## config.mk

```make
export PLATFORM = sky130hd
export DESIGN_NAME = asapu_top
export DESIGN_NICKNAME = d
export VERILOG_FILES = /design/src/inc/asapu_pkg.sv /design/src/rtl/asapu_region_match.sv /design/src/rtl/asapu_top.sv
export SDC_FILE = /design/constraint.sdc
export NUM_CORES = 2
export LEC_CHECK = 0
export ABC_AREA = 0
export CORE_MARGIN = 4
export CORE_UTILIZATION = 40
export CTS_CLUSTER_DIAMETER = 80
export CTS_CLUSTER_SIZE = 14
export DETAILED_ROUTE_END_ITERATION = 8
export DONT_BUFFER_PORTS = 1
export PLACE_DENSITY = 0.55
export REMOVE_ABC_BUFFERS = 1
export SLEW_MARGIN = 20
export SYNTH_ARGS = -nofsm -noshare
export SYNTH_HDL_FRONTEND = slang
export SYNTH_SLANG_ARGS = --single-unit
```

## constraint.sdc

```tcl
create_clock -name clk_i -period 2.7 [get_ports clk_i]
set_input_delay 0.27 -clock clk_i [delete_from_list [all_inputs] [get_ports clk_i]]
set_output_delay 0.27 -clock clk_i [all_outputs]
set_load 0.01 [all_outputs]
```

## src/inc/asapu_pkg.sv

```systemverilog
// constants shared by the abort status and protection unit
package asapu_pkg;
	// register byte offsets on the wishbone slave
	localparam logic [7:0] OFF_PU_ENABLE = 8'h00;
	localparam logic [7:0] OFF_PERIPH_PERIPHERAL_PROTECTION_FIELD = 8'h04;
	localparam logic [7:0] OFF_ABORT_ADDR = 8'h08;
	localparam logic [7:0] OFF_ABORT_STATUS = 8'h0C;
	localparam logic [7:0] OFF_IRQ_STATUS = 8'h10;
	localparam logic [7:0] OFF_IRQ_MASK = 8'h14;
	localparam logic [7:0] OFF_REGION_BASE = 8'h40;
	localparam logic [7:0] OFF_REGION_LAST = 8'h7C;
	localparam int NUM_REGIONS = 16;

	// region configuration word layout
	localparam int RC_EN = 0;
	localparam int RC_SIZE_LO = 1;
	localparam int RC_WPROT = 5;
	localparam int RC_UPROT = 6;
	localparam int RC_MSEL = 7;
	localparam logic [3:0] RC_SIZE_MAX = 4'hC;
	localparam logic [31:0] RC_MIN_MASK = 32'hFFFF_FC00;

	// peripheral protection field layout
	localparam int PP_WPROT = 0;
	localparam int PP_UPROT = 1;
	localparam int PP_MSEL = 2;

	// abort status word layout
	localparam int AS_SIZE_LO = 0;
	localparam int AS_TYPE_LO = 8;
	localparam int AS_UNDEF = 10;
	localparam int AS_MISAL = 11;
	localparam int AS_PERIPHERAL_PROTECTION_FIELD = 12;
	localparam int AS_MST_LO = 16;
	localparam int AS_SEEN_LO = 24;

	// interrupt status bits
	localparam int IRQ_ABORT = 0;
	localparam int IRQ_OVERRUN = 1;

	// access sizes and types
	localparam logic [1:0] SZ_BYTE = 2'h0;
	localparam logic [1:0] SZ_HALF = 2'h1;
	localparam logic [1:0] SZ_WORD = 2'h2;
	localparam logic [1:0] TY_DREAD = 2'h0;
	localparam logic [1:0] TY_DWRITE = 2'h1;
	localparam logic [1:0] TY_FETCH = 2'h2;

	// reset values
	localparam logic [31:0] RST_WORD = 32'h0000_0000;
	localparam logic RST_PU_EN = 1'b0;
endpackage

```

## src/rtl/asapu_region_match.sv

```systemverilog
// one protected region: does an address fall inside it
`timescale 1ns/1ps
module asapu_region_match (
	// region configuration word
	input wire logic [31:0] cfg_i,
	// address under test
	input wire logic [31:0] addr_i,
	// match result
	output logic hit_o
);
	logic [3:0] size_code;
	logic [31:0] mask;

	// size codes past the largest region clamp to it rather than alias small sizes
	// power of two
	always_comb begin
		size_code = cfg_i[asapu_pkg::RC_SIZE_LO +: 4];
		if (size_code > asapu_pkg::RC_SIZE_MAX) begin
			size_code = asapu_pkg::RC_SIZE_MAX;
		end
		mask = asapu_pkg::RC_MIN_MASK << size_code;
	end

	assign hit_o = cfg_i[asapu_pkg::RC_EN] && (((addr_i ^ cfg_i) & mask) == 32'h0000_0000);
endmodule

```

## src/rtl/asapu_top.sv

```systemverilog
// abort detection, abort status record and memory protection unit
`timescale 1ns/1ps
module asapu_top #(
	parameter logic [31:0] INT_MEM_TOP = 32'h0040_0000,
	parameter logic [31:0] PERIPH_BASE = 32'hFFF0_0000
) (
	// clock and reset
	input wire logic clk_i,
	input wire logic rst_i,
	// wishbone slave
	input wire logic wb_cyc_i,
	input wire logic wb_stb_i,
	input wire logic wb_we_i,
	input wire logic [7:0] wb_adr_i,
	input wire logic [3:0] wb_sel_i,
	input wire logic [31:0] wb_dat_i,
	output logic [31:0] wb_dat_o,
	output logic wb_ack_o,
	// observed system bus access
	input wire logic acc_valid_i,
	input wire logic [31:0] acc_addr_i,
	input wire logic [1:0] acc_size_i,
	input wire logic [1:0] acc_type_i,
	input wire logic [1:0] acc_master_i,
	input wire logic acc_priv_i,
	// abort to each master and interrupt
	output logic abort_m0_o,
	output logic abort_m1_o,
	output logic irq_o
);
	typedef struct packed {
		logic ack;
		logic [31:0] rdata;
		logic pu_en;
		logic [2:0] pprot;
		logic [asapu_pkg::NUM_REGIONS-1:0][31:0] rcfg;
		logic [31:0] ab_addr;
		logic [1:0] ab_size;
		logic [1:0] ab_type;
		logic [2:0] ab_cause;
		logic [1:0] ab_mst;
		logic [1:0] seen;
		logic rec_valid;
		logic abort;
		logic [1:0] irq_st;
		logic [1:0] irq_mask;
		logic irq;
	} asapu_state_s;

	asapu_state_s st_r;
	asapu_state_s st_nxt;

	logic [asapu_pkg::NUM_REGIONS-1:0] reg_hit;
	logic [asapu_pkg::NUM_REGIONS-1:0] reg_viol;
	logic in_mem;
	logic in_periph;
	logic is_write;
	logic undef_c;
	logic misal_c;
	logic peripheral_protection_field_c;
	logic periph_viol;
	logic take_abort;
	logic bus_req;
	logic do_wr;
	logic do_rd;
	logic [31:0] status_word;

	// merge write data into a register under the byte enables
	function automatic logic [31:0] be_merge(input logic [31:0] old, input logic [31:0] wd,
		input logic [3:0] sel);
		logic [31:0] res;
		res = old;
		for (int b = 0; b < 4; b++) begin
			if (sel[b]) begin
				res[8*b +: 8] = wd[8*b +: 8];
			end
		end
		return res;
	endfunction

	// is one area protected against this access
	function automatic logic area_forbids(input logic wprot, input logic uprot,
		input logic msel, input logic wr, input logic priv, input logic [1:0] mst);
		return (mst == {1'b0, msel}) && ((wprot && wr) || (uprot && !priv));
	endfunction

	for (genvar g = 0; g < asapu_pkg::NUM_REGIONS; g++) begin : g_region
		asapu_region_match u_match (
			.cfg_i(st_r.rcfg[g]),
			.addr_i(acc_addr_i),
			.hit_o(reg_hit[g])
		);
		assign reg_viol[g] = reg_hit[g] && area_forbids(st_r.rcfg[g][asapu_pkg::RC_WPROT],
			st_r.rcfg[g][asapu_pkg::RC_UPROT], st_r.rcfg[g][asapu_pkg::RC_MSEL],
			is_write, acc_priv_i, acc_master_i);
	end

	// address space decode and misalignment
	assign in_mem = acc_addr_i < INT_MEM_TOP;
	assign in_periph = acc_addr_i >= PERIPH_BASE;
	assign is_write = acc_type_i == asapu_pkg::TY_DWRITE;
	assign undef_c = !(in_mem || in_periph);
	assign misal_c = ((acc_size_i == asapu_pkg::SZ_HALF) && acc_addr_i[0]) ||
		((acc_size_i == asapu_pkg::SZ_WORD) && (acc_addr_i[1:0] != 2'h0));

	assign periph_viol = in_periph && area_forbids(st_r.pprot[asapu_pkg::PP_WPROT],
		st_r.pprot[asapu_pkg::PP_UPROT], st_r.pprot[asapu_pkg::PP_MSEL],
		is_write, acc_priv_i, acc_master_i);

	assign peripheral_protection_field_c = st_r.pu_en && ((in_mem && (|reg_viol)) || periph_viol);

	assign take_abort = acc_valid_i && (undef_c || misal_c || peripheral_protection_field_c);

	// bus handshake: answer one cycle after the request, drop ack the cycle after
	assign bus_req = wb_cyc_i && wb_stb_i && !st_r.ack;
	assign do_wr = bus_req && wb_we_i;
	assign do_rd = bus_req && !wb_we_i;

	// abort status word as software sees it
	always_comb begin
		status_word = 32'h0000_0000;
		status_word[asapu_pkg::AS_SIZE_LO +: 2] = st_r.ab_size;
		status_word[asapu_pkg::AS_TYPE_LO +: 2] = st_r.ab_type;
		status_word[asapu_pkg::AS_UNDEF] = st_r.ab_cause[0];
		status_word[asapu_pkg::AS_MISAL] = st_r.ab_cause[1];
		status_word[asapu_pkg::AS_PERIPHERAL_PROTECTION_FIELD] = st_r.ab_cause[2];
		status_word[asapu_pkg::AS_MST_LO +: 2] = st_r.ab_mst;
		status_word[asapu_pkg::AS_SEEN_LO +: 2] = st_r.seen;
	end

	// next state of the whole block
	always_comb begin
		st_nxt = st_r;
		st_nxt.ack = bus_req;
		st_nxt.abort = take_abort;
		// register writes; read-only words ignore them
		if (do_wr) begin
			if (wb_adr_i == asapu_pkg::OFF_PU_ENABLE) begin
				if (wb_sel_i[0]) begin
					st_nxt.pu_en = wb_dat_i[0];
				end
			end else if (wb_adr_i == asapu_pkg::OFF_PERIPH_PERIPHERAL_PROTECTION_FIELD) begin
				if (wb_sel_i[0]) begin
					st_nxt.pprot = wb_dat_i[2:0];
				end
			end else if (wb_adr_i == asapu_pkg::OFF_IRQ_STATUS) begin
				if (wb_sel_i[0]) begin
					st_nxt.irq_st = st_r.irq_st & ~wb_dat_i[1:0];
				end
			end else if (wb_adr_i == asapu_pkg::OFF_IRQ_MASK) begin
				if (wb_sel_i[0]) begin
					st_nxt.irq_mask = wb_dat_i[1:0];
				end
			end else if (wb_adr_i >= asapu_pkg::OFF_REGION_BASE &&
				wb_adr_i <= asapu_pkg::OFF_REGION_LAST && wb_adr_i[1:0] == 2'h0) begin
				st_nxt.rcfg[wb_adr_i[5:2]] = be_merge(st_r.rcfg[wb_adr_i[5:2]], wb_dat_i,
					wb_sel_i);
			end
		end
		// reading the abort status clears the per-master flags
		if (do_rd && wb_adr_i == asapu_pkg::OFF_ABORT_STATUS) begin
			st_nxt.seen = 2'h0;
			st_nxt.rec_valid = 1'b0;
		end
		// an abort in the clearing cycle still lands: set wins over clear
		if (take_abort) begin
			if (st_r.rec_valid && !st_r.ab_mst[1]) begin
				st_nxt.seen[st_r.ab_mst[0]] = 1'b1;
			end
			if (st_r.rec_valid) begin
				st_nxt.irq_st[asapu_pkg::IRQ_OVERRUN] = 1'b1;
			end
			st_nxt.ab_addr = acc_addr_i;
			st_nxt.ab_size = acc_size_i;
			st_nxt.ab_type = acc_type_i;
			st_nxt.ab_cause = {peripheral_protection_field_c, misal_c, undef_c};
			st_nxt.ab_mst = acc_master_i;
			st_nxt.rec_valid = 1'b1;
			st_nxt.irq_st[asapu_pkg::IRQ_ABORT] = 1'b1;
		end
		// read data, unmapped words answer zero
		st_nxt.rdata = 32'h0000_0000;
		if (do_rd) begin
			if (wb_adr_i == asapu_pkg::OFF_PU_ENABLE) begin
				st_nxt.rdata = {31'h0000_0000, st_r.pu_en};
			end else if (wb_adr_i == asapu_pkg::OFF_PERIPH_PERIPHERAL_PROTECTION_FIELD) begin
				st_nxt.rdata = {29'h0000_0000, st_r.pprot};
			end else if (wb_adr_i == asapu_pkg::OFF_ABORT_ADDR) begin
				st_nxt.rdata = st_r.ab_addr;
			end else if (wb_adr_i == asapu_pkg::OFF_ABORT_STATUS) begin
				st_nxt.rdata = status_word;
			end else if (wb_adr_i == asapu_pkg::OFF_IRQ_STATUS) begin
				st_nxt.rdata = {30'h0000_0000, st_r.irq_st};
			end else if (wb_adr_i == asapu_pkg::OFF_IRQ_MASK) begin
				st_nxt.rdata = {30'h0000_0000, st_r.irq_mask};
			end else if (wb_adr_i >= asapu_pkg::OFF_REGION_BASE &&
				wb_adr_i <= asapu_pkg::OFF_REGION_LAST && wb_adr_i[1:0] == 2'h0) begin
				st_nxt.rdata = st_r.rcfg[wb_adr_i[5:2]];
			end
		end
		// level interrupt follows the next status and mask so it stays a flop output
		st_nxt.irq = |(st_nxt.irq_st & st_nxt.irq_mask);
	end

	// state register
	always_ff @(posedge clk_i) begin
		if (rst_i) begin
			st_r <= '0;
			st_r.pu_en <= asapu_pkg::RST_PU_EN;
			st_r.ab_addr <= asapu_pkg::RST_WORD;
		end else begin
			st_r <= st_nxt;
		end
	end

	assign abort_m0_o = st_r.abort;
	assign abort_m1_o = st_r.abort;
	assign wb_ack_o = st_r.ack;
	assign wb_dat_o = st_r.rdata;
	assign irq_o = st_r.irq;
endmodule

```

==> impl_metrics.env <==
export IMPL_worst_hold_path_type="in2reg"
export IMPL_grt_start_max_net_pins=530
export IMPL_port_buffers=0
export IMPL_layout_commonest_cell="dfxtp_1"
export IMPL_synthCells=3279
export IMPL_hold_viol_final=0
export IMPL_fin_cells=4581
export IMPL_final_cell_mix="dfxtp_1, nor2_1, a211oi_1, buf_4, xnor2_1"
export IMPL_ios=125
export IMPL_whs_path_depth=2
export IMPL_tightestPinTransition_ns=2.300
export IMPL_grt_ovfl_total=0
export IMPL_synthArstFlopShare_pct=0
export IMPL_cts_clk_slew_worst_paths_ns=0.07
export IMPL_die_area_um2=83000
export IMPL_synth_top_flop_cell="dfxtp_1"
export IMPL_skew_ns=0.02150
export IMPL_max_slew_margin_rel_pct=-53.36
export IMPL_detail_route_wirelength_um=126300
export IMPL_synth_top_family_by_area="compound AO/OA/AOI/OAI gates"
export IMPL_tritoncts="done"
export IMPL_clk_latency_ns=0.63
export IMPL_start_util_pct=40.44
export IMPL_clk_path_buf_depth=3
export IMPL_post_route_period_util_pct=106.3
export IMPL_yosysUniqueCellTypes=74
export IMPL_violations="slew limit, setup timing"
export IMPL_syn_to_final_growth_pct=20.10
export IMPL_synth_compound_area_share_pct=18.08
export IMPL_via_per_inst=6.067
export IMPL_synthXorXnorAreaFrac_pct=10.30
export IMPL_clock_sinks=599
export IMPL_slowest_delay_ns=0.50
export IMPL_placementRows=102
export IMPL_critical_path_top_delay_family="simple AND/OR/NAND/NOR gates"
export IMPL_yosys_area_share_simple_pct=12.54
export IMPL_synthAdderAreaFrac_pct=0.03588
export IMPL_die_y_um=288.1
export IMPL_p_per_area_nw_per_um2=453.0
export IMPL_worstReg2RegEnd="st_r[28]"
export IMPL_remaining_drc_errors=0
export IMPL_cts_max_level=2
export IMPL_cp_buffers_inverters=3
export IMPL_path_common_cell="buf_12"
export IMPL_r2r_slack_ns=-0.17
export IMPL_startpoint_type="register"
export IMPL_chipWidth_um=288.1
export IMPL_fin_nets=3620
export IMPL_root_buffer="clkbuf_16"
export IMPL_worst_hold_slack_ns=0.05881
export IMPL_critPathKind="reg2reg"
export IMPL_cap_viol_max_count=0
export IMPL_r2r_start="st_r[142]"
export IMPL_hold_end="st_r[123]"
export IMPL_hp_start="wb_dat_i[9]"
export IMPL_drt_iter0_markers=3415
export IMPL_crit_slowest_cell="nor4_1"
export IMPL_dp_hpwl_um=85290
export IMPL_yosysWarnings=0
export IMPL_ys_seq_elements=599
export IMPL_ant_nets=0
export IMPL_reg2reg_depth=12
export IMPL_routabilityCongestion=1.016
export IMPL_grt_pass1_vias=26550
export IMPL_rsz0062_at_grt="yes"
export IMPL_grt_pass1_wl_um=183600
export IMPL_wl_per_cell_um=27.56
export IMPL_drive_gt1_share_pct=23.71
export IMPL_max_freq_mhz=348.5
export IMPL_required_ns=3.20
export IMPL_numCtsBuffers=49
export IMPL_ir_drop_mv=0.4535
export IMPL_path_cells="xnor2_1 > nand4_1 > nor4_1 > o2111ai_1 > o221ai_2 > a2111oi_4 > a21oi_2 > nor3_4 > buf_12 > buf_12 > buf_12 > mux2i_2"
export IMPL_finalCriticalPeriod_ns=2.869
export IMPL_arrival_ns=3.36
export IMPL_avgSynthCellArea_um2=9.571
export IMPL_setup_violations=53
export IMPL_finalWorstSetupSlack_ns=-0.1691
export IMPL_cp_max_fo=6
export IMPL_place_inst=4449
export IMPL_drt_first_pass_iters=6
export IMPL_synth_area_um2=31380
export IMPL_antenna_found_initial=7
export IMPL_synth_mux_area_fraction_pct=14.36
export IMPL_synth_seq_area_share_pct=38.21
export IMPL_setup_tns_ns=-5.731
export IMPL_drv_slew=332
export IMPL_vias=27790
export IMPL_core_um2=77590
export IMPL_endpoint_kind="register"
export IMPL_p_leak_nw=12.93
export IMPL_synth_edf_count=0
export IMPL_outcome="finished, violations left"
export IMPL_track_usage_pct=29.65
[power breakdown]
group | leakage [nW] | internal, mW | switching [mW] | total, mW
clock | 0.658 | 3.41 | 3.43 | 6.85
sequential | 4.84 | 8.88 | 0.0497 | 8.93
combinational | 7.43 | 0.611 | 0.682 | 1.29
[timing repair]
item                                    CTS  global route
pin swaps                                15            24
endpoints found under the hold margin   566           125
setup buffers                             8             1
gates resized for setup                  71            57
hold buffers                             64             2
endpoints found under the setup margin   48            60
gates cloned                              4             0
[layer usage]
| layer | GRT usage (%) | vias to the layer above | part of all wire (%) |
|---|---|---|---|
| met5 | 0 | - | 0.037 |
| met4 | 9.649 | 6 | 3.9 |
| met3 | 6.508 | 244 | 10 |
| met2 | 46.03 | 1440 | 44 |
| met1 | 41.19 | 13730 | 41 |
| li1 | - | 12370 | - |
[sequential cells by signal, indices dropped and copies added (netlist names)]
| signal | count |
|---|---|
| wb_ack_o | 1 |
| abort_m0_o | 1 |
| irq_o | 1 |
| st_r | 564 |
| wb_dat_o | 32 |
[cell families after synthesis]
family / count (synthesis)
xor gates and xnor gates: 369
adders and majority gates: 1
muxes: 237
buffers and inverters: 383
DFF: 599
AOI/OAI and AO/OA: 797
and+or+nand+nor: 893
[synthesized netlist by cell type (all sizes together), types with 4 or more instances]
cell type	number	area share, %
nor2b	23	0.46
xor2	154	4.3
nor3	36	0.71
a221oi	13	0.38
nand3	12	0.19
mux4	160	11
nor4	39	0.82
a31oi	16	0.32
a211oi	522	12
o21ai	53	0.85
nand2	109	1.3
a2111oi	7	0.26
nand4	35	0.70
clkbuf	158	1.9
nand2b	10	0.20
buf	209	4.4
o221ai	4	0.13
dfxtp	599	38
nor2	581	7.0
nand3b	17	0.41
mux2i	77	2.9
and2	4	0.080
o22ai	12	0.24
a21o	13	0.31
a22oi	22	0.53
and2b	6	0.14
inv	16	0.19
o31ai	12	0.29
or3	4	0.080
a21oi	97	1.6
xnor2	215	6.0
[cell type report]
| class | instances | area (um^2) |
|---|---|---|
| diodes | 2 | 5.005 |
| clock inverters | 2 | 20.02 |
| well taps | 1040 | 1301 |
| inverters | 16 | 61.31 |
| fillers | 7187 | 39900 |
| multi-input cells | 2297 | 17950 |
| repair buffers | 568 | 5020 |
| clock buffers | 57 | 1319 |
| flip-flops and latches | 599 | 12010 |
[per-stage QoR]
stage / worst slack, ns / power [mW] / utilization, % / instance area, um^2
2_1_floorplan: -1.897 / 9.754 / - / 29410
3_3_place_gp: -0.7220 / 10.19 / 45.03 / 34940
3_5_place_dp: -0.7141 / 10.19 / 45.03 / 34940
4_1_cts: -0.2181 / 17.07 / 48.19 / 37400
5_1_grt: -0.2145 / 17.47 / 48.57 / 37680
6_report: -0.1691 / 17.07 / 48.57 / 37690
[worst max path at each step]
stage | from | endpoint | cells past startpoint
2_1_floorplan | wb_adr_i[7] | st_r[82] | 6
3_3_place_gp | st_r[307] | st_r[46] | 12
3_5_place_dp | st_r[307] | st_r[40] | 12
4_1_cts | st_r[354] | st_r[28] | 12
5_1_grt | st_r[404] | st_r[18] | 12
6_report | st_r[142] | st_r[28] | 12
Power figures use the tool's default switching activity.
